File: config.mk
export PLATFORM = sky130hd
export DESIGN_NAME = audio_route_core_run_ctrl
export DESIGN_NICKNAME = d
export VERILOG_FILES = /design/src/audio_route_pkg.sv /design/src/frame_pacer.sv /design/src/audio_route_core_run_ctrl.sv
export SDC_FILE = /design/constraint.sdc
export NUM_CORES = 1
export LEC_CHECK = 0
export BUFFER_PORTS_ARGS = -buffer_cell sky130_fd_sc_hd__buf_4
export CAP_MARGIN = 20
export CELL_PAD_IN_SITES_DETAIL_PLACEMENT = 0
export CELL_PAD_IN_SITES_GLOBAL_PLACEMENT = 1
export CORE_AREA = 5 5 197 199
export CTS_BUF_LIST = sky130_fd_sc_hd__clkbuf_8
export CTS_CLUSTER_DIAMETER = 100
export DETAILED_ROUTE_END_ITERATION = 6
export DIE_AREA = 0 0 202 204
export PLACE_DENSITY = 0.76
export SYNTH_ARGS = -nofsm -noshare
export SYNTH_HDL_FRONTEND = slang
export SYNTH_HIERARCHICAL = 1
export SYNTH_SLANG_ARGS = --single-unit
File: constraint.sdc
create_clock -name clk_sys_i -period 3.41 [get_ports clk_sys_i]
set_input_delay 0.341 -clock clk_sys_i [delete_from_list [all_inputs] [get_ports clk_sys_i]]
set_output_delay 0.341 -clock clk_sys_i [all_outputs]
set_load 0.1 [all_outputs]
File: src/audio_route_pkg.sv
// Register map, field layouts and rate constants of the audio route and core run block
package audio_route_pkg;

   // ----------------------------------------------------------------
   // Register offsets
   // ----------------------------------------------------------------
   localparam logic [15:0] OFS_CORE_FRAME_RATE   = 16'h40eb;
   localparam logic [15:0] OFS_ADC_OUTPUT_ROUTE  = 16'h40f3;
   localparam logic [15:0] OFS_SERIAL_PIN_SELECT = 16'h40f4;
   localparam logic [15:0] OFS_CORE_RUN_CONTROL  = 16'h40f6;
   localparam logic [15:0] OFS_PORT_SAMPLE_RATE  = 16'h40f8;

   // ----------------------------------------------------------------
   // Field widths and reset values
   // ----------------------------------------------------------------
   localparam int          ROUTE_W          = 4;
   localparam int          PIN_W            = 4;
   localparam int          FRATE_W          = 4;
   localparam int          PRATE_W          = 3;
   localparam int          SAMPLE_W         = 24;
   localparam int          SLOT_N           = 8;
   localparam int          PERIOD_W         = 5;
   localparam logic [3:0]  ROUTE_RESET      = 4'h0;
   localparam logic [3:0]  PIN_RESET        = 4'h0;
   localparam logic [0:0]  RUN_RESET        = 1'h0;
   localparam logic [3:0]  FRATE_RESET      = 4'h0;
   localparam logic [2:0]  PRATE_RESET      = 3'h0;

   // Pin bit positions
   localparam int          PIN_FRAME_CLK    = 3;
   localparam int          PIN_BIT_CLK      = 2;
   localparam int          PIN_DATA_OUT     = 1;
   localparam int          PIN_DATA_IN      = 0;

   // Route code: zero sends converters through the core
   localparam logic [3:0]  ROUTE_VIA_CORE   = 4'h0;
   localparam int          ROUTE_SWAP_BIT   = 3;

   // Core frame rate codes with a special meaning
   localparam logic [3:0]  FRATE_PORT_IN    = 4'h7;
   localparam logic [3:0]  FRATE_PORT_OUT   = 4'h8;
   localparam logic [3:0]  FRATE_NONE_MIN   = 4'ha;

   // Periods in ticks of the 4 x base rate strobe
   localparam logic [4:0]  PER_X4           = 5'h01;
   localparam logic [4:0]  PER_X2           = 5'h02;
   localparam logic [4:0]  PER_X1           = 5'h04;
   localparam logic [4:0]  PER_D1_5         = 5'h06;
   localparam logic [4:0]  PER_D2           = 5'h08;
   localparam logic [4:0]  PER_D3           = 5'h0c;
   localparam logic [4:0]  PER_D4           = 5'h10;
   localparam logic [4:0]  PER_D6           = 5'h18;

endpackage

File: src/frame_pacer.sv
// Frame start pulse generator dividing the 4 x base rate strobe
`timescale 1ns/1ps
module frame_pacer (
   input  wire logic                                   clk_sys_i,
   input  wire logic                                   reset_n_i,
   input  wire logic                                   tick_i,
   input  wire logic                                   enable_i,
   input  wire logic [audio_route_pkg::PERIOD_W-1:0]   period_i,
   output logic                                        pulse_o
);

   logic [audio_route_pkg::PERIOD_W-1:0] count_q;
   logic [audio_route_pkg::PERIOD_W-1:0] count_d;
   logic                                 wrap;

   // Wrap on the last tick of a period; disabled pacer restarts from zero
   assign wrap    = enable_i && tick_i && (count_q >= period_i - 5'h01);
   assign count_d = !enable_i ? '0 :
                    wrap      ? '0 :
                    tick_i    ? count_q + 5'h01 : count_q;

   // Counter and pulse, pulse lasts one clock
   always_ff @(posedge clk_sys_i or negedge reset_n_i) begin
      if (!reset_n_i) begin
         count_q <= '0;
         pulse_o <= 1'b0;
      end else begin
         count_q <= count_d;
         pulse_o <= wrap;
      end
   end

endmodule

File: src/audio_route_core_run_ctrl.sv
// Audio output routing, serial pin function, core run and rate control registers
//
// Function
// - Output routing field bits 3..0, upper bits reserved, resets to zero.
// - Routing code zero passes converter samples through the processing core.
// - Codes 1,3,5,7 place converter left/right straight into channel 0..3 slots.
// - Codes 9,b,d,f place converter left/right swapped into channel 0..3 slots.
// - A set pin configuration bit makes that pin a core general line.
// - Clear bits keep audio roles: 3 frame clock, 2 bit clock, 1 out, 0 in.
// - Run bit 0 resets clear; clear means standby, set means run.
// - When running, the core steps only on a new frame start.
// - Port rate field bits 2..0, upper bits reserved, resets to zero.
// - Port rate codes divide base rate by 1,6,4,3,2,1.5,0.5; 111 reserved.
// - Core frame rate sets frame start pace; codes 1010 up issue none.
`timescale 1ns/1ps
module audio_route_core_run_ctrl (
   input  wire logic                                   clk_sys_i,
   input  wire logic                                   reset_n_i,
   // Control port register access
   input  wire logic [15:0]                            reg_addr_i,
   input  wire logic                                   reg_wr_i,
   input  wire logic [7:0]                             reg_wdata_i,
   input  wire logic                                   reg_rd_i,
   output logic [7:0]                                  reg_rdata_o,
   output logic                                        reg_rvalid_o,
   // Audio timing and samples
   input  wire logic                                   rate_tick_i,
   input  wire logic [audio_route_pkg::SAMPLE_W-1:0]   adc_left_i,
   input  wire logic [audio_route_pkg::SAMPLE_W-1:0]   adc_right_i,
   input  wire logic [audio_route_pkg::SAMPLE_W-1:0]   core_slot_i [audio_route_pkg::SLOT_N],
   output logic [audio_route_pkg::SAMPLE_W-1:0]        serial_slot_o [audio_route_pkg::SLOT_N],
   output logic                                        adc_to_core_o,
   // Serial port pins and core general lines
   input  wire logic [audio_route_pkg::PIN_W-1:0]      pin_in_i,
   input  wire logic [audio_route_pkg::PIN_W-1:0]      audio_pin_out_i,
   input  wire logic [audio_route_pkg::PIN_W-1:0]      audio_pin_oe_i,
   input  wire logic [audio_route_pkg::PIN_W-1:0]      core_line_out_i,
   input  wire logic [audio_route_pkg::PIN_W-1:0]      core_line_oe_i,
   output logic [audio_route_pkg::PIN_W-1:0]           pin_out_o,
   output logic [audio_route_pkg::PIN_W-1:0]           pin_oe_o,
   output logic [audio_route_pkg::PIN_W-1:0]           core_line_in_o,
   output logic [audio_route_pkg::PIN_W-1:0]           pin_is_general_o,
   // Core control
   output logic                                        core_standby_o,
   output logic                                        core_step_o,
   output logic                                        port_frame_o
);

   // ----------------------------------------------------------------
   // Registers and decode
   // ----------------------------------------------------------------
   logic [audio_route_pkg::ROUTE_W-1:0] route_q;
   logic [audio_route_pkg::PIN_W-1:0]   pin_sel_q;
   logic                                run_q;
   logic [audio_route_pkg::FRATE_W-1:0] frate_q;
   logic [audio_route_pkg::PRATE_W-1:0] prate_q;
   logic [7:0]                          rdata_d;
   logic                                hit_route;
   logic                                hit_pin;
   logic                                hit_run;
   logic                                hit_frate;
   logic                                hit_prate;

   // Address decode shared by write and read paths
   assign hit_route = (reg_addr_i == audio_route_pkg::OFS_ADC_OUTPUT_ROUTE);
   assign hit_pin   = (reg_addr_i == audio_route_pkg::OFS_SERIAL_PIN_SELECT);
   assign hit_run   = (reg_addr_i == audio_route_pkg::OFS_CORE_RUN_CONTROL);
   assign hit_frate = (reg_addr_i == audio_route_pkg::OFS_CORE_FRAME_RATE);
   assign hit_prate = (reg_addr_i == audio_route_pkg::OFS_PORT_SAMPLE_RATE);

   // Reserved bits read zero; unmapped addresses read zero
   assign rdata_d = hit_route ? {4'h0, route_q}   :
                    hit_pin   ? {4'h0, pin_sel_q} :
                    hit_run   ? {7'h00, run_q}    :
                    hit_frate ? {4'h0, frate_q}   :
                    hit_prate ? {5'h00, prate_q}  : 8'h00;

   always_ff @(posedge clk_sys_i or negedge reset_n_i) begin
      if (!reset_n_i) begin
         route_q   <= audio_route_pkg::ROUTE_RESET;
         pin_sel_q <= audio_route_pkg::PIN_RESET;
         run_q     <= audio_route_pkg::RUN_RESET;
         frate_q   <= audio_route_pkg::FRATE_RESET;
         prate_q   <= audio_route_pkg::PRATE_RESET;
      end else if (reg_wr_i) begin
         if (hit_route) route_q   <= reg_wdata_i[3:0];
         if (hit_pin)   pin_sel_q <= reg_wdata_i[3:0];
         if (hit_run)   run_q     <= reg_wdata_i[0];
         if (hit_frate) frate_q   <= reg_wdata_i[3:0];
         if (hit_prate) prate_q   <= reg_wdata_i[2:0];
      end
   end

   // Read answer one clock after the strobe
   always_ff @(posedge clk_sys_i or negedge reset_n_i) begin
      if (!reset_n_i) begin
         reg_rdata_o  <= 8'h00;
         reg_rvalid_o <= 1'b0;
      end else begin
         reg_rdata_o  <= reg_rd_i ? rdata_d : reg_rdata_o;
         reg_rvalid_o <= reg_rd_i;
      end
   end

   // ----------------------------------------------------------------
   // Rate decode
   // ----------------------------------------------------------------
   // Port period in quarter base-rate ticks; reserved 111 falls to 1x
   function automatic logic [4:0] port_period(input logic [2:0] code);
      case (code)
         3'h1:    port_period = audio_route_pkg::PER_D6;
         3'h2:    port_period = audio_route_pkg::PER_D4;
         3'h3:    port_period = audio_route_pkg::PER_D3;
         3'h4:    port_period = audio_route_pkg::PER_D2;
         3'h5:    port_period = audio_route_pkg::PER_D1_5;
         3'h6:    port_period = audio_route_pkg::PER_X2;
         default: port_period = audio_route_pkg::PER_X1;
      endcase
   endfunction

   // Core period; serial in and out rate codes follow the port rate
   function automatic logic [4:0] core_period(input logic [3:0] code,
                                               input logic [4:0] port_per);
      case (code)
         4'h0:    core_period = audio_route_pkg::PER_X2;
         4'h1:    core_period = audio_route_pkg::PER_X1;
         4'h2:    core_period = audio_route_pkg::PER_D1_5;
         4'h3:    core_period = audio_route_pkg::PER_D2;
         4'h4:    core_period = audio_route_pkg::PER_D3;
         4'h5:    core_period = audio_route_pkg::PER_D4;
         4'h6:    core_period = audio_route_pkg::PER_D6;
         4'h9:    core_period = audio_route_pkg::PER_X4;
         default: core_period = port_per;
      endcase
   endfunction

   logic [4:0] port_per;
   logic [4:0] core_per;
   logic       core_frames_on;
   logic       core_frame;
   logic       core_frame_q;

   assign port_per       = port_period(prate_q);
   assign core_per       = core_period(frate_q, port_per);
   // codes from 1010 upward stop all core frame starts; port frame starts continue
   assign core_frames_on = (frate_q < audio_route_pkg::FRATE_NONE_MIN);

   frame_pacer u_port_pacer (
      .clk_sys_i (clk_sys_i),
      .reset_n_i (reset_n_i),
      .tick_i    (rate_tick_i),
      .enable_i  (1'b1),
      .period_i  (port_per),
      .pulse_o   (port_frame_o)
   );

   frame_pacer u_core_pacer (
      .clk_sys_i (clk_sys_i),
      .reset_n_i (reset_n_i),
      .tick_i    (rate_tick_i),
      .enable_i  (core_frames_on),
      .period_i  (core_per),
      .pulse_o   (core_frame)
   );

   // standby when clear, step only on a frame start while running
   always_ff @(posedge clk_sys_i or negedge reset_n_i) begin
      if (!reset_n_i) begin
         core_standby_o <= 1'b1;
         core_step_o    <= 1'b0;
         core_frame_q   <= 1'b0;
      end else begin
         core_standby_o <= !run_q;
         core_frame_q   <= core_frame;
         core_step_o    <= run_q && core_frame_q;
      end
   end

   // ----------------------------------------------------------------
   // Output slot routing
   // ----------------------------------------------------------------
   logic [1:0] route_chan;
   logic       route_direct;
   logic       route_swap;

   // Odd codes are direct; reserved even codes fall back to the core path
   assign route_chan   = route_q[2:1];
   assign route_direct = route_q[0];
   assign route_swap   = route_q[audio_route_pkg::ROUTE_SWAP_BIT];

   // converters feed the core when no direct route is chosen
   always_ff @(posedge clk_sys_i or negedge reset_n_i) begin
      if (!reset_n_i) begin
         adc_to_core_o <= 1'b1;
      end else begin
         adc_to_core_o <= !route_direct;
      end
   end

   // Slot 2c is left, 2c+1 right of channel c
   for (genvar s = 0; s < audio_route_pkg::SLOT_N; s++) begin : g_slot
      logic       sel;
      logic       is_right;
      logic [23:0] slot_d;
      assign sel      = route_direct && (route_chan == 2'(s / 2));
      assign is_right = (s % 2) == 1;
      // direct placement, swapped for the upper code half
      assign slot_d   = !sel                   ? core_slot_i[s] :
                        (is_right ^ route_swap) ? adc_right_i    : adc_left_i;
      always_ff @(posedge clk_sys_i or negedge reset_n_i) begin
         if (!reset_n_i) begin
            serial_slot_o[s] <= '0;
         end else begin
            serial_slot_o[s] <= slot_d;
         end
      end
   end

   // ----------------------------------------------------------------
   // Pin function
   // ----------------------------------------------------------------
   logic [3:0] pin_out_d;
   logic [3:0] pin_oe_d;
   logic [3:0] line_in_d;

   // set bit hands the pin to the core, clear keeps its audio role
   assign pin_out_d = (pin_sel_q & core_line_out_i) | (~pin_sel_q & audio_pin_out_i);
   assign pin_oe_d  = (pin_sel_q & core_line_oe_i)  | (~pin_sel_q & audio_pin_oe_i);
   assign line_in_d = pin_sel_q & pin_in_i;

   // Registered so every pin output leaves a flip-flop
   always_ff @(posedge clk_sys_i or negedge reset_n_i) begin
      if (!reset_n_i) begin
         pin_out_o        <= 4'h0;
         pin_oe_o         <= 4'h0;
         core_line_in_o   <= 4'h0;
         pin_is_general_o <= 4'h0;
      end else begin
         pin_out_o        <= pin_out_d;
         pin_oe_o         <= pin_oe_d;
         core_line_in_o   <= line_in_d;
         pin_is_general_o <= pin_sel_q;
      end
   end

endmodule

* Word-level counts from Yosys, hierarchy flattened
Index checks and enable logic that the tools add are counted. Widths: inputs -> output; s select.
Word-level totals: flip-flop bits (word level) 249, latch bits 0, bits in writable memories 0, bits in read-only memories 0, input port bits 289, output and inout port bits 221, logic and storage cells 104, memories kept 0
Operators by class: add/subtract/negate cells 4, multiply operators 0, divide/modulo/power cells 0, order comparisons 3, eq/ne operators 22, shift operators 0, muxes and demuxes 22, bitwise logic cells 8, reduce and logical (&&, ||, !) cells 18
Operators with widths (number):
- $mux 24 | 10
- $eq 16x15->1 const B | 5
- $pmux 5 s8 | 1
- $pmux 5 s6 | 1
- $mux 5 | 5
- $and 4x4->4 | 5
- $mux 4 | 4
- $eq 4x3->1 const B | 3
- $add 5x1->5 const B | 2
- $ge 5x5->1 | 2
- $reduce_and 2->1 | 5
- $sub 5x1->5 const B | 2
- $eq 3x3->1 const B | 3
- $eq 4x2->1 const B | 2
- $logic_and 1x1->1 | 8
- $or 4x4->4 | 2
- $eq 3x2->1 const B | 2
- $eq 2x2->1 const B | 2
- $eq 4x1->1 const B | 1
- $eq 4x4->1 const B | 1
- $logic_not 4->1 | 1
- $lt 4x4->1 const B | 1
- $not 4->4 | 1
- $eq 3x1->1 const B | 1
- other kinds (6) | 7

* Longest topological paths before layout
depth in word-level cells 8, mapped depth 13, mapped depth without buffers 13

* Hierarchy
Netlist, hierarchy kept.
Modules (own cells, without submodules):
- audio_route_core_run_ctrl | instances 1, cells an instance 842, area each 9141.3 um^2
- frame_pacer | instances 2, cells an instance 45, area each 452.9 um^2

* Least setup slack after synthesis
Ideal clock, no wire load.
kind register to register, from register frate_q[2] in the netlist's numbering, to register u_core_pacer/count_q[4] in the netlist's numbering, setup time 0.121 ns, arrival 2.319 ns, data required time 3.289 ns, path slack 0.970 ns, stages on the path, launching flop included 12, path buffers 1, clock period less this slack 2.440 ns, path through dfrtp_1 -> clkbuf_1 -> xor2_1 -> nor2_1 -> o31ai_1 -> nor3b_1 -> xnor2_1 -> ha_1 -> nand4_1 -> o21ai_2 -> nor3_2 -> a22o_1
On the way: cells in the longest elaborated chain, start to end 7, elaborated cells between the ends (all ways) 17, those cells by class add/sub (1); order compare (2); eq/ne (8); mux (3); reduce/logical (3)
RTL lines:
- start: declaration | line audio_route_core_run_ctrl.sv:55 | logic [audio_route_pkg::FRATE_W-1:0] frate_q;
- start signal: assignment | line audio_route_core_run_ctrl.sv:83 | frate_q <= audio_route_pkg::FRATE_RESET;
- start signal: assignment | line audio_route_core_run_ctrl.sv:89 | if (hit_frate) frate_q <= reg_wdata_i[3:0];
- $eq 4x4->1 (tied with other cells) | line audio_route_core_run_ctrl.sv:124 | case (code)
- $pmux 5 s8 (*) | line audio_route_core_run_ctrl.sv:124
- net core_per[2] | line audio_route_core_run_ctrl.sv:138 | logic [4:0] core_per;
- $sub 5x1->5 (*) | line frame_pacer.sv:17 | assign wrap = enable_i && tick_i && (count_q >= period_i - 5'h01);
- $ge 5x5->1 (*) | line frame_pacer.sv:17
- $logic_and 1x1->1 (*) | line frame_pacer.sv:17
- $mux 5 | line frame_pacer.sv:19 | wrap ? '0 :
- $mux 5 | line frame_pacer.sv:18 | assign count_d = !enable_i ? '0 :
- end signal: assignment | line frame_pacer.sv:28 | count_q <= count_d;
- end: declaration | line frame_pacer.sv:12 | logic [audio_route_pkg::PERIOD_W-1:0] count_q;
The timed path passes the listed nets; every way through them passes the cells marked *. A chain may end at the register's enable or synchronous reset.

* Worst setup path in the final report
from register frate_q[2] in the netlist's numbering, to register u_core_pacer/count_q[1] in the netlist's numbering
Same word-level chain as after synthesis.

==> results.ini <==
[sta]
max_freq_mhz = 369
setup_violations = 0
slew_headroom_pct = 26.5
fin_skew_ns = 0.0173
hold_viol = 0
fin_crit_sh_pct = 79.4
rsz0062_at_grt = false
slew_violations = 0
min_period_ns = 2.71
worst_pin_slew_ns = 1.07
final.setup.tns_ns = 0

[cts]
clockBufferDepth = 3
clock-root-buffer = clkbuf_8
clock_sinks = 245
cts_resized = 0
clk_pin_slew_worst_paths_ns = 0.06
clock_latency_ns = 0.59
cts_tree = yes
cts_max_level = 2
cts_buffers = 44

[drt]
vias = 10000
dr.pass1.iters = 5
wl_per_cell_um = 20.5
antenna_left = 0
drc = 0
dr.first_iter.drc_count = 418
post_drt_via_cell_ratio = 4.60
wirelength_um = 44500

[critical_path]
cp_slowest_cell = dfrtp_1
rr_startpoint = frate_q[2]$_DFFE_PN0P_
r2r_cells = 13
path_class = flip-flop to flip-flop
ff2ff_setup_slack_ns = 0.70
start_kind = flip-flop
cp_max_fo = 14
r2r-end = u_core_pacer/count_q[1]$_DFFE_PN0P_
cp.required_ns = 3.93
crit_chain = a21oi_1, nor2b_1, o21ai_0, nand2b_1, inv_1, ha_1, nor3b_1, xnor2_1, ha_1, a21oi_1, o21ai_2, nor3_2, a22o_1
slowest_delay_ns = 0.51
cp.arrival_ns = 3.23
worstSetupEndpointType = flip-flop

[placement]
numPortBuffers = 501
gp_congestion = 0.925
hpwl_um = 32900
placed_area_sq_um = 14400

[synthesis]
ys_types = 50
synthMuxAreaShare_pct = 7.67
synth.avg_cell_area_sq_um = 10.8
synth_seq_cells = 245
synth_compound_area_share_pct = 12.8
ys_warn_count = 6
synth-simple-area-share_pct = 12.5
ys_seq_area_share_pct = 61.0
synth_xor_area_share_pct = 1.31
synthArstFlopShare_pct = 100
synth_area_sq_um = 10000
synth_fa_ha_area_share_pct = 1.74
synth_flop_cell = dfrtp_1
syn-instance-count = 932
synth_top_family_by_area = compound AO/OA/AOI/OAI gates
synth-edff-count = 0

[min_path]
worstHoldPathType = input pin to flip-flop
min_to = serial_slot_o[176]$_DFF_PN0_
holdPathStages = 3
hold_start = core_slot_i[176]

[pwr]
vdd_drop_max_mv = 0.292
leakagePower_nw = 8.53
finalPower_mw = 8.09
powerDensity_nw_per_um2 = 462

[finish]
largest_reg_flops = 192
multi_input_area_sq_um = 3670
final_area_sq_um = 17500
syn_to_final_growth_pct = 74.2
drive_gt1_share_pct = 36.8
n_fill_cell = 3368
ff_latch_area_sq_um = 6140
utilization_pct = 47.2
final_nets = 1971
largestRegisters = serial_slot_o (192), u_core_pacer/count_q (5), u_port_pacer/count_q (5)
registers.top_by_ff_count = serial_slot_o

[floorplanning]
rows = 71
initial_core_util_pct = 27.1
die_w_um = 202
die_area_sq_um = 41200
io_pins = 510
design.core.area_sq_um = 37000
fp.dieH_um = 204

[grt]
grt_overflow = 0
grt_pass1_vias = 10900
gr-usage-all-layers_pct = 20.8
grt_pass1_wl_um = 65800
grt_start_max_net_pins = 89
antenna_found_initial = 0

[status]
outcome = finished, final reports clean

[run]
max_cap_violations = 0

[repair_timing]
action	4_1_cts	5_1_grt
hold endpoints to repair	291	0
hold buffers	215	0
setup buffers	0	0
[stage by stage]
step | cells | worst slack [ns] | hold WS, ns
floorplan | 939 | 0.970 | 0.0454
global placement | 1881 | 0.744 | 0.389
global route | 2173 | 0.430 | 0.0252
finish | 2174 | 0.702 | 0.0844
detailed placement | 1881 | 0.712 | 0.393
CTS | 2173 | 0.699 | 0.0110
[cell usage in the layout, fill, tap and decap left out, types with 4 or more instances in the layout]
cell             n
buf_4          516
dfrtp_1        242
dlygate4sd3_1  215
o21ai_0        151
nand2_1        150
nor2_1          65
a21oi_1         59
clkbuf_8        54
mux2i_1         50
inv_1           26
mux2_2          20
ha_1            14
xnor2_1         10
conb_1           9
a22o_1           8
and2_1           7
nor2b_1          7
nor3_1           7
clkinv_2         6
xor2_1           5
nand3_1          5
buf_12           5
o21a_1           4
mux2_1           4
[cells by family after synthesis]
group / after synthesis
flip-flops: 245
multiplexers: 74
other: 2
AND/OR/NAND/NOR: 274
AO/OA/AOI/OAI: 240
buffers and inverters: 68
adder cells (fa/ha/maj): 14
XOR/XNOR: 15
[cells in the mapped netlist, types with 2 or more instances]
master	count	area [sq um]
buf_4	4	30.0
conb_1	2	7.51
nand3b_1	2	15.0
nor2b_1	7	43.8
a21oi_1	59	295
ha_1	14	175
clkbuf_1	35	131
nand3_1	6	30.0
mux2_2	20	225
nor3b_1	2	15.0
inv_1	14	52.6
xor2_1	5	43.8
and3_1	3	18.8
mux2_1	4	45.0
a22o_1	8	70.1
nor3_1	7	35.0
o31ai_1	2	15.0
nand2_1	150	563
and2b_1	2	15.0
and2_1	7	43.8
nand3_2	2	20.0
mux2i_1	50	500
a32oi_1	2	17.5
o21a_1	4	30.0
xnor2_1	10	87.6
and3b_1	2	17.5
nor4b_2	2	30.0
o22ai_1	3	18.8
buf_2	15	75.1
nand2b_1	3	18.8
a22oi_1	2	15.0
o21ai_0	151	756
nand4_1	3	18.8
a31oi_1	3	18.8
o21ai_2	2	17.5
nor3_2	4	40.0
dfrtp_1	243	6080
dfstp_2	2	52.6
nor2_1	65	244
[per-layer routing]
layer / up-vias / global-route usage, % / part of all wire (%)
met2: 453 / 35.8 / 49
met3: 98 / 6.22 / 7.7
li1: 4649 / - / -
met5: - / 0 / 0
met4: 0 / 8.13 / 3.9
met1: 4811 / 24.4 / 40
[worst max-delay path by stage]
stage / from / endpoint / depth (start not counted) / slack [ns]
floorplan: frate_q[2]$_DFFE_PN0P_ / u_core_pacer/count_q[4]$_DFFE_PN0P_ / 11 / 0.97
finish: frate_q[2]$_DFFE_PN0P_ / u_core_pacer/count_q[1]$_DFFE_PN0P_ / 13 / 0.70
detailed placement: frate_q[2]$_DFFE_PN0P_ / u_core_pacer/count_q[1]$_DFFE_PN0P_ / 13 / 0.71
global placement: frate_q[2]$_DFFE_PN0P_ / u_core_pacer/count_q[1]$_DFFE_PN0P_ / 13 / 0.74
global route: frate_q[2]$_DFFE_PN0P_ / u_core_pacer/count_q[1]$_DFFE_PN0P_ / 13 / 0.43
CTS: frate_q[2]$_DFFE_PN0P_ / u_core_pacer/count_q[1]$_DFFE_PN0P_ / 13 / 0.70
[power breakdown]
| group | total, mW | internal, mW | switching, mW |
|---|---|---|---|
| Sequential | 3.12 | 3.06 | 0.0661 |
| Clock | 2.87 | 1.59 | 1.28 |
| Combinational | 2.09 | 0.663 | 1.43 |
| Total | 8.09 | 5.31 | 2.78 |
[critical path: cells and delay by family (launching register included)]
family                     cells  cell delay [ns]
AOI/OAI and AO/OA              5             0.81
xor gates and xnor gates       1             0.15
adders and majority gates      2             0.44
buffers and inverters          1             0.06
DFF                            1             0.51
and+or+nand+nor                4             0.66
[area by class of cell]
class	instances	share of cell area, %
sequential	245	35.1
inverter	14	0.300
multi-input combinational	626	21.0
clock inverter	23	0.929
antenna	1	0.0143
clock buffer	54	4.25
timing repair buffer	737	35.1
tap	474	3.39
Power figures use the tool's default switching activity.
